### src/shared/xafs_pkg.sv
// Purpose: constants and types for the exclusive-or / flag execution slice
// Assumes: one core clock, instruction bytes presented together
// Notes:
`default_nettype none
package xafs_pkg;
  localparam logic [7:0] OP_XOR_MEM_ACC = 8'h62;
  localparam logic [7:0] OP_XOR_MEM_IMM = 8'h63;
  localparam logic [7:0] OP_XOR_IMM     = 8'h64;
  localparam logic [7:0] OP_XOR_DIR     = 8'h65;
  localparam logic [6:0] OP_XOR_IND_HI  = 7'h33;
  localparam logic [4:0] OP_XOR_REG_HI  = 5'h0D;
  localparam logic [7:0] OP_SUBB_IMM    = 8'h94;
  localparam logic [7:0] OP_ADD_IMM     = 8'h24;
  localparam logic [7:0] OP_BR_REL      = 8'h80;
  localparam logic [7:0] OP_CALL        = 8'h12;
  localparam logic [7:0] OP_RET         = 8'h22;

  localparam logic [15:0] LEN1 = 16'h0001;
  localparam logic [15:0] LEN2 = 16'h0002;
  localparam logic [15:0] LEN3 = 16'h0003;

  localparam int SW_CY  = 7;
  localparam int SW_HC  = 6;
  localparam int SW_RSH = 4;
  localparam int SW_RSL = 3;
  localparam int SW_OVF = 2;
  localparam int SW_PAR = 0;

  localparam logic [15:0] RST_PC    = 16'h0000;
  localparam logic [7:0]  RST_SP    = 8'h07;
  localparam logic [7:0]  RST_LATCH = 8'hFF;
  localparam logic [7:0]  RST_DATA  = 8'h00;
  localparam logic [7:0]  UNDEF_RD  = 8'h00;
  localparam logic [7:0]  STEP      = 8'h01;

  localparam int          NUM_PORTS = 4;
  localparam logic [1:0]  PORT_SEL  = 2'h2;
  localparam logic [3:0]  PORT_LOW  = 4'h0;

  typedef enum logic [3:0] {
    K_NOP, K_XOR_IND, K_XOR_REG, K_XOR_DIR, K_XOR_IMM, K_XOR_MEM_ACC,
    K_XOR_MEM_IMM, K_ADD_IMM, K_SUBB_IMM, K_BR_REL, K_CALL, K_RET
  } xafs_kind_t;

  typedef enum logic [1:0] {ST_EXEC, ST_MEM_IMM, ST_CALL_HI, ST_RET_LO} xafs_state_t;
endpackage
`default_nettype wire

### src/shared/xafs_alu_if.sv
// Purpose: operand and result bundle between core and add/subtract unit
// Assumes: purely combinational exchange
// Notes: core drives operands, alu answers in the same cycle
`default_nettype none
interface xafs_alu_if;
  logic [7:0] lhs;
  logic [7:0] rhs;
  logic       cin;
  logic       sub;
  logic [7:0] res;
  logic       cy;
  logic       hc;
  logic       ovf;
  modport core (output lhs, rhs, cin, sub, input res, cy, hc, ovf);
  modport alu  (input lhs, rhs, cin, sub, output res, cy, hc, ovf);
endinterface
`default_nettype wire

### src/core/xafs_alu.sv
// Purpose: 8-bit add / subtract-with-borrow with carry, half carry, overflow
// Assumes: cin is the borrow on subtract
// Notes: combinational
`default_nettype none
module xafs_alu (
  // operand bus
  xafs_alu_if.alu bus
);
  logic [8:0] full;
  logic [4:0] half;

  always_comb begin
    if (bus.sub) begin
      full    = {1'b0, bus.lhs} - {1'b0, bus.rhs} - {8'h00, bus.cin};
      half    = {1'b0, bus.lhs[3:0]} - {1'b0, bus.rhs[3:0]} - {4'h0, bus.cin};
      bus.ovf = (bus.lhs[7] != bus.rhs[7]) && (full[7] != bus.lhs[7]);
    end else begin
      full    = {1'b0, bus.lhs} + {1'b0, bus.rhs} + {8'h00, bus.cin};
      half    = {1'b0, bus.lhs[3:0]} + {1'b0, bus.rhs[3:0]} + {4'h0, bus.cin};
      bus.ovf = (bus.lhs[7] == bus.rhs[7]) && (full[7] != bus.lhs[7]);
    end
    bus.res = full[7:0];
    bus.cy  = full[8];
    bus.hc  = half[4];
  end
endmodule
`default_nettype wire

### src/core/xafs_core.sv
// Purpose: exclusive-or family, add/subtract flags, stack and relative branch
// Assumes: instruction bytes arrive together with instr_valid
// Notes: i/o ports sit at direct addresses 80/90/A0/B0 hex
`default_nettype none
module xafs_core
  import xafs_pkg::*;
#(
  parameter int IRAM_DEPTH = 128
) (
  // clock and reset
  input  wire logic                       clk_sys,
  input  wire logic                       rstn,
  // instruction feed
  input  wire logic                       instr_valid,
  output logic                            instr_ready,
  input  wire logic [7:0]                 instr_op,
  input  wire logic [7:0]                 instr_b1,
  input  wire logic [7:0]                 instr_b2,
  // i/o ports
  input  wire logic [NUM_PORTS-1:0][7:0]  port_pins_in,
  output logic      [NUM_PORTS-1:0][7:0]  port_latch_out,
  // architectural state
  output logic      [7:0]                 acc_out,
  output logic      [7:0]                 status_word_out,
  output logic      [7:0]                 sp_out,
  output logic      [15:0]                pc_out
);
  localparam int AW = $clog2(IRAM_DEPTH);

  logic [7:0]  iram [IRAM_DEPTH];
  logic [7:0]  acc_q, acc_d;
  logic [7:1]  sw_q, sw_d;
  logic [7:0]  sp_q, sp_d;
  logic [7:0]  tmp_q, tmp_d;
  logic [7:0]  arg1_q, arg1_d;
  logic [7:0]  arg2_q, arg2_d;
  logic [15:0] pc_q, pc_d;
  xafs_state_t st_q, st_d;
  logic [NUM_PORTS-1:0][7:0] latch_q;

  xafs_kind_t  kind;
  logic        take;
  logic [15:0] pc_seq;
  logic [7:0]  bank_base;
  logic [7:0]  bank_reg;
  logic [7:0]  ptr;
  logic [7:0]  ind_rd;
  logic        wb_en;
  logic        wb_stack;
  logic [7:0]  wb_addr;
  logic [7:0]  wb_data;
  logic        iram_we;
  logic        latch_we;

  xafs_alu_if alu_bus ();

  xafs_alu u_alu (
    .bus (alu_bus)
  );

  function automatic xafs_kind_t decode(input logic [7:0] op);
    if (op[7:3] == OP_XOR_REG_HI) return K_XOR_REG;
    if (op[7:1] == OP_XOR_IND_HI) return K_XOR_IND;
    case (op)
      OP_XOR_MEM_ACC: return K_XOR_MEM_ACC;
      OP_XOR_MEM_IMM: return K_XOR_MEM_IMM;
      OP_XOR_IMM:     return K_XOR_IMM;
      OP_XOR_DIR:     return K_XOR_DIR;
      OP_ADD_IMM:     return K_ADD_IMM;
      OP_SUBB_IMM:    return K_SUBB_IMM;
      OP_BR_REL:      return K_BR_REL;
      OP_CALL:        return K_CALL;
      OP_RET:         return K_RET;
      default:        return K_NOP;
    endcase
  endfunction

  function automatic logic [15:0] instr_len(input xafs_kind_t k);
    case (k)
      K_XOR_MEM_IMM, K_CALL: return LEN3;
      K_XOR_DIR, K_XOR_IMM, K_XOR_MEM_ACC,
      K_ADD_IMM, K_SUBB_IMM, K_BR_REL: return LEN2;
      default: return LEN1;
    endcase
  endfunction

  function automatic logic is_port(input logic [7:0] a);
    return (a[7:6] == PORT_SEL) && (a[3:0] == PORT_LOW);
  endfunction

  function automatic logic in_iram(input logic [7:0] a);
    return 32'(a) < IRAM_DEPTH;
  endfunction

  // out-of-range internal reads give an undefined constant
  function automatic logic [7:0] iram_rd(input logic [7:0] a);
    return in_iram(a) ? iram[a[AW-1:0]] : UNDEF_RD;
  endfunction

  // pins for accumulator-destination reads, latch for read-modify-write
  function automatic logic [7:0] dir_rd(input logic [7:0] a, input logic pins);
    if (is_port(a)) return pins ? port_pins_in[a[5:4]] : latch_q[a[5:4]];
    return iram_rd(a);
  endfunction

  assign kind        = decode(instr_op);
  assign instr_ready = (st_q == ST_EXEC);
  assign take        = instr_valid && instr_ready;
  assign pc_seq      = pc_q + instr_len(kind);
  assign bank_base   = {3'h0, sw_q[SW_RSH:SW_RSL], 3'h0};
  assign bank_reg    = iram_rd(bank_base | {5'h00, instr_op[2:0]});
  assign ptr         = iram_rd(bank_base | {7'h00, instr_op[0]});
  assign ind_rd      = iram_rd(ptr);

  assign alu_bus.lhs = acc_q;
  assign alu_bus.rhs = instr_b1;
  assign alu_bus.sub = (kind == K_SUBB_IMM);
  assign alu_bus.cin = (kind == K_SUBB_IMM) && sw_q[SW_CY];

  always_comb begin
    acc_d    = acc_q;
    sw_d     = sw_q;
    sp_d     = sp_q;
    pc_d     = pc_q;
    tmp_d    = tmp_q;
    arg1_d   = arg1_q;
    arg2_d   = arg2_q;
    st_d     = st_q;
    wb_en    = 1'b0;
    wb_stack = 1'b0;
    wb_addr  = 8'h00;
    wb_data  = 8'h00;
    case (st_q)
      ST_EXEC: begin
        if (instr_valid) begin
          pc_d   = pc_seq;
          arg1_d = instr_b1;
          arg2_d = instr_b2;
          case (kind)
            K_XOR_IND: acc_d = acc_q ^ ind_rd;
            K_XOR_REG: acc_d = acc_q ^ bank_reg;
            K_XOR_IMM: acc_d = acc_q ^ instr_b1;
            K_XOR_DIR: acc_d = acc_q ^ dir_rd(instr_b1, 1'b1);
            K_XOR_MEM_ACC: begin
              wb_en   = 1'b1;
              wb_addr = instr_b1;
              wb_data = dir_rd(instr_b1, 1'b0) ^ acc_q;
            end
            K_XOR_MEM_IMM: st_d = ST_MEM_IMM;
            K_ADD_IMM, K_SUBB_IMM: begin
              acc_d        = alu_bus.res;
              sw_d[SW_CY]  = alu_bus.cy;
              sw_d[SW_HC]  = alu_bus.hc;
              sw_d[SW_OVF] = alu_bus.ovf;
            end
            K_BR_REL: pc_d = pc_seq + {{8{instr_b1[7]}}, instr_b1};
            K_CALL: begin
              sp_d     = sp_q + STEP;
              wb_en    = 1'b1;
              wb_stack = 1'b1;
              wb_addr  = sp_q + STEP;
              wb_data  = pc_seq[7:0];
              st_d     = ST_CALL_HI;
            end
            K_RET: begin
              tmp_d = iram_rd(sp_q);
              sp_d  = sp_q - STEP;
              st_d  = ST_RET_LO;
            end
            default: ;
          endcase
        end
      end
      ST_MEM_IMM: begin
        wb_en   = 1'b1;
        wb_addr = arg1_q;
        wb_data = dir_rd(arg1_q, 1'b0) ^ arg2_q;
        st_d    = ST_EXEC;
      end
      ST_CALL_HI: begin
        sp_d     = sp_q + STEP;
        wb_en    = 1'b1;
        wb_stack = 1'b1;
        wb_addr  = sp_q + STEP;
        wb_data  = pc_q[15:8];
        pc_d     = {arg1_q, arg2_q};
        st_d     = ST_EXEC;
      end
      ST_RET_LO: begin
        pc_d = {tmp_q, iram_rd(sp_q)};
        sp_d = sp_q - STEP;
        st_d = ST_EXEC;
      end
      default: st_d = ST_EXEC;
    endcase
  end

  // stack bytes never reach the port latches; lost beyond internal memory
  assign iram_we  = wb_en && in_iram(wb_addr);
  assign latch_we = wb_en && !wb_stack && is_port(wb_addr);

  always_ff @(posedge clk_sys or negedge rstn) begin
    if (!rstn) begin
      st_q <= ST_EXEC;
    end else begin
      st_q <= st_d;
    end
  end

  always_ff @(posedge clk_sys or negedge rstn) begin
    if (!rstn) begin
      acc_q <= RST_DATA;
      sw_q  <= RST_DATA[7:1];
    end else begin
      acc_q <= acc_d;
      sw_q  <= sw_d;
    end
  end

  always_ff @(posedge clk_sys or negedge rstn) begin
    if (!rstn) begin
      pc_q   <= RST_PC;
      sp_q   <= RST_SP;
      tmp_q  <= RST_DATA;
      arg1_q <= RST_DATA;
      arg2_q <= RST_DATA;
    end else begin
      pc_q   <= pc_d;
      sp_q   <= sp_d;
      tmp_q  <= tmp_d;
      arg1_q <= arg1_d;
      arg2_q <= arg2_d;
    end
  end

  always_ff @(posedge clk_sys or negedge rstn) begin
    if (!rstn) begin
      latch_q <= {NUM_PORTS{RST_LATCH}};
    end else if (latch_we) begin
      latch_q[wb_addr[5:4]] <= wb_data;
    end
  end

  always_ff @(posedge clk_sys) begin
    if (iram_we) begin
      iram[wb_addr[AW-1:0]] <= wb_data;
    end
  end

  assign acc_out         = acc_q;
  assign status_word_out = {sw_q, ^acc_q};
  assign sp_out          = sp_q;
  assign pc_out          = pc_q;
  assign port_latch_out  = latch_q;

  // reference values for the checks below
  logic       is_xor;
  logic [8:0] add9;
  logic [4:0] add5;
  logic [8:0] sub9;
  logic [4:0] sub5;
  logic [7:0] pin_byte;
  logic [7:0] latch_byte;
  assign is_xor   = kind inside {K_XOR_IND, K_XOR_REG, K_XOR_DIR, K_XOR_IMM,
                                 K_XOR_MEM_ACC, K_XOR_MEM_IMM};
  assign add9     = {1'b0, acc_q} + {1'b0, instr_b1};
  assign add5     = {1'b0, acc_q[3:0]} + {1'b0, instr_b1[3:0]};
  assign sub9     = {1'b0, acc_q} - {1'b0, instr_b1} - {8'h00, sw_q[SW_CY]};
  assign sub5     = {1'b0, acc_q[3:0]} - {1'b0, instr_b1[3:0]} - {4'h0, sw_q[SW_CY]};
  assign pin_byte = port_pins_in[instr_b1[5:4]];
  assign latch_byte = latch_q[instr_b1[5:4]];
endmodule
`default_nettype wire

### config.mk
export PLATFORM = sky130hd
export DESIGN_NAME = xafs_core
export DESIGN_NICKNAME = d
export VERILOG_FILES = /design/src/shared/xafs_pkg.sv /design/src/shared/xafs_alu_if.sv /design/src/core/xafs_alu.sv /design/src/core/xafs_core.sv
export SDC_FILE = /design/constraint.sdc
export NUM_CORES = 2
export LEC_CHECK = 0
export BUFFER_PORTS_ARGS = -buffer_cell sky130_fd_sc_hd__buf_2
export CORE_UTILIZATION = 30
export DETAILED_ROUTE_END_ITERATION = 10
export PLACE_DENSITY = 0.42
export SETUP_SLACK_MARGIN = 0.5
export SLEW_MARGIN = 0
export SYNTH_ARGS = -nofsm -noshare
export SYNTH_HDL_FRONTEND = slang
export SYNTH_SLANG_ARGS = --single-unit
### constraint.sdc
create_clock -name clk_sys -period 8.5 [get_ports clk_sys]
set_clock_uncertainty 0.1 [all_clocks]
set_input_delay 2.55 -clock clk_sys [delete_from_list [all_inputs] [get_ports clk_sys]]
set_output_delay 2.55 -clock clk_sys [all_outputs]
set_load 0.05 [all_outputs]
==> run_results.csv <==
group,metric,value,unit
grt,antenna_found_initial,26,
outcome,status,"complete, but fails checks",
timing,period_share,88.3,%
setup_path,r2r_slack,2.15,ns
floorplanning,dieWidth,497,microns
logic_synthesis,synthTopCellsByArea,"edfxtp_1 (42%), mux4_2 (33%), mux2i_1 (3.1%), dfrtp_1 (2.0%), nand2_1 (1.3%)",
logic_synthesis,synth_edf_count,1024,
setup_path,cp-start-kind,"primary input",
logic_synthesis,syn_area,0.0734,sq mm
placed_design,io_buffers,127,
timing,fin_crit,7.50,ns
floorplanning,rows,181,
setup_path,worst-path-buf-inv,3,
worst_hold_path,min_path_type,"register to register",
placed_design,dp_hpwl,247000,microns
logic_synthesis,async_reset_ff_share,8.33,%
logic_synthesis,ys_seq_elements,1117,
logic_synthesis,yosysWarnings,0,
grt,grt_pass1_wl,477000,microns
clock_network,cts_max_level,4,
route,wl_per_cell,43.3,microns
clock_network,cts_sinks,1117,
setup_path,critPathTopFamily,"compound AO/OA/AOI/OAI gates",
setup_path,cp_cell_sequence,"buf_2 -> or4b_2 -> nor2_1 -> o21ai_0 -> a21oi_2 -> a211oi_1 -> xnor2_1 -> inv_1 -> fa_1 -> nor2_1 -> xnor2_1 -> inv_1 -> ha_1 -> nor3_1 -> nor3_1 -> a2111oi_1 -> nor3_1 -> o211ai_1 -> nand3b_1 -> xnor2_1 -> a222oi_1 -> o2bb2ai_1",
pwr,ir_worst_vdd,0.000383,V
logic_synthesis,synth_top_area_share,41.9,%
logic_synthesis,synth_most_common_cell,"mux4_2",
timing,rsz0062_at_grt,"no",
route,first_pass_iters,8,
route,drcViolationCount,0,
placed_design,place_congestion,0.965,
clock_network,insertion_delay,0.84,ns
setup_path,crit_required,9.09,ns
timing,maxSlewViolCount,2,
logic_synthesis,synthCells,4585,
grt,grt_overflow,0,
setup_path,slowest_stage,"or4b_2",
cells_and_area,nFillCells,23300,
floorplanning,pin_count,132,
job,maxCapViolCount,1,
logic_synthesis,synth.yosys.seq_area_share,45.1,%
timing,maxSlewHeadroom,-5.67,%
floorplanning,die_area,0.247,sq mm
route,antenna_left,0,
floorplanning,die_y,497,microns
grt,met2_usage,42.9,%
timing,setup_tns,0,ns
clock_network,cts_max_path_buffers,3,
grt,grt_pass1_vias,51700,
pwr,p_total,30.8,mW
grt,grt_max_degree,123,
timing,hold_violations,0,
route,via_count,53800,
clock_network,clk_pin_slew,0.05,ns
outcome,violations,"max-capacitance violations, max-slew violations",
setup_path,crit_arrival,8.09,ns
logic_synthesis,synth_cell_types,100,
route,wl,354000,microns
clock_network,postCtsHoldBufs,0,
cells_and_area,syn_to_final_growth,15.0,%
timing,setup_viol,0,
floorplanning,start_util,30.2,%
logic_synthesis,synth_ff_type,"edfxtp_1",
pwr,powerDensity,365,mW/mm^2
timing,tightest_slew,1.55,ns
grt,track_usage,28.6,%
pwr,leakage,27.9,nW
cells_and_area,num-nets-final,4980,
grt,grt_busiest_layer,"met2",
clock_network,cts-root-buf,"clkbuf_16",
setup_path,max_stage_delay,0.73,ns
clock_network,numCtsBuffers,141,
clock_network,cts_tree,"built",
timing,fmax,0.133,GHz
setup_path,end_kind,"register",
logic_synthesis,syn_area_per_cell,16.0,sq um
grt,met1_usage,39.2,%
grt,grtUsageMet3,6.62,%
route,vias_per_cell,6.57,
logic_synthesis,yosysTopAreaCell,"edfxtp_1",
route,drt_iter0_drc,7886,
logic_synthesis,synth_common_cells,"mux4_2 (1064), edfxtp_1 (1024), nand2_1 (256), nor2_1 (238), mux2i_1 (225)",
setup_path,critical_path.max_fanout,6,
cells_and_area,drive_gt1_share,40.3,%
floorplanning,core_area,0.243,sq mm
setup_path,crit_type,"primary input to register",
[timing repair]
item	4_1_cts	5_1_grt
setup buffers	0	0
setup endpoints to repair	0	2
resized for setup	0	2
[sequential cells by signal, indices dropped and copies added (netlist names), 3 cells and up]
name            count
acc_out             8
arg1_q              8
arg2_q              8
iram             1024
pc_out             16
port_latch_out     32
sp_out              8
sw_q                3
tmp_q               8
[final timing paths]
| kind | startpoint | to | depth (start not counted) |
|---|---|---|---|
| max | instr_op[3] | pc_out[15] | 22 |
| min | tmp_q[7] | tmp_q[7] | 2 |
| max reg2reg | arg1_q[3] | iram[35][3] | 11 |
| min reg2reg | tmp_q[7] | tmp_q[7] | 2 |
| max in group asynchronous | rstn | tmp_q[4] | 2 |
| min in group asynchronous | rstn | arg1_q[0] | 1 |
[per-layer routing]
metal  part of all wire, %  vias to the layer above
met1                    41                    29300
met4                   5.2                       14
met5                 0.025                        -
met2                    44                     3405
li1                      -                    20400
met3                   9.8                      671
[cells in the final DEF, fill, tap and decap left out, types with 14 or more instances in the layout]
master and instances:
o21ai_0 77, ha_1 49, a31oi_1 14, nand3_1 51
nor3_1 30, mux4_2 1064, xnor2_1 46, o221ai_1 28
buf_2 121, clkinv_2 33, o22ai_1 59, nand4_1 15
a211o_1 18, nand2_1 256, buf_4 372, buf_12 48
bufinv_16 16, xor2_1 18, clkinv_1 22, nor2_1 233
a21oi_1 137, nand2b_1 20, a211oi_1 63, o31ai_1 16
inv_1 55, o211ai_1 19, clkbuf_16 144, a22oi_1 118
nor2b_1 26, mux2i_1 221, edfxtp_1 1024, dfrtp_1 50
a22o_1 31, dfstp_2 32, a221oi_1 37, mux4_1 27
clkbuf_1 26, mux2_2 58
[stage by stage]
step,area (sq um),worst slack [ns],util [%],std cells,hold slack [ns]
finish,84500,0.996,34.7,8185,0.388
CTS,84400,0.968,34.7,8180,0.391
floorplan,73500,0.576,-,4588,0.349
detailed placement,79900,0.134,32.8,7925,0.379
global placement,79900,0.0894,32.8,7925,0.378
global route,84500,0.505,34.7,8181,0.437
[power by group]
| group | internal, mW | switching (mW) |
|---|---|---|
| combinational | 5.76 | 10.4 |
| clock | 3.60 | 2.58 |
| sequential | 7.78 | 0.734 |
| total | 17.1 | 13.7 |
[layout make-up]
type | instances | area [sq um] | area share (%)
Clock inverter | 84 | 870 | 1.03
Sequential cell | 1117 | 33200 | 39.3
Antenna cell | 5 | 12.5 | 0.0148
Tap cell | 3202 | 4010 | 4.74
Multi-Input combinational cell | 3005 | 38100 | 45.1
Clock buffer | 171 | 3710 | 4.40
Inverter | 57 | 214 | 0.253
Timing Repair Buffer | 544 | 4400 | 5.21
[tightest hold or removal path, cell delays in order (launching register included)]
cell and delay (ns):
dfrtp_1 0.34, nand2_1 0.06, o31ai_1 0.06
[kinds of logic after synthesis]
family | share of synthesized area (%)
multiplexers | 37.9
adder cells (fa/ha/maj) | 1.01
XOR/XNOR | 0.763
buffers and inverters | 3.32
other | 0.00511
flip-flops | 45.1
AO/OA/AOI/OAI | 7.05
AND/OR/NAND/NOR | 4.87
(Power assumes the default switching activity.)
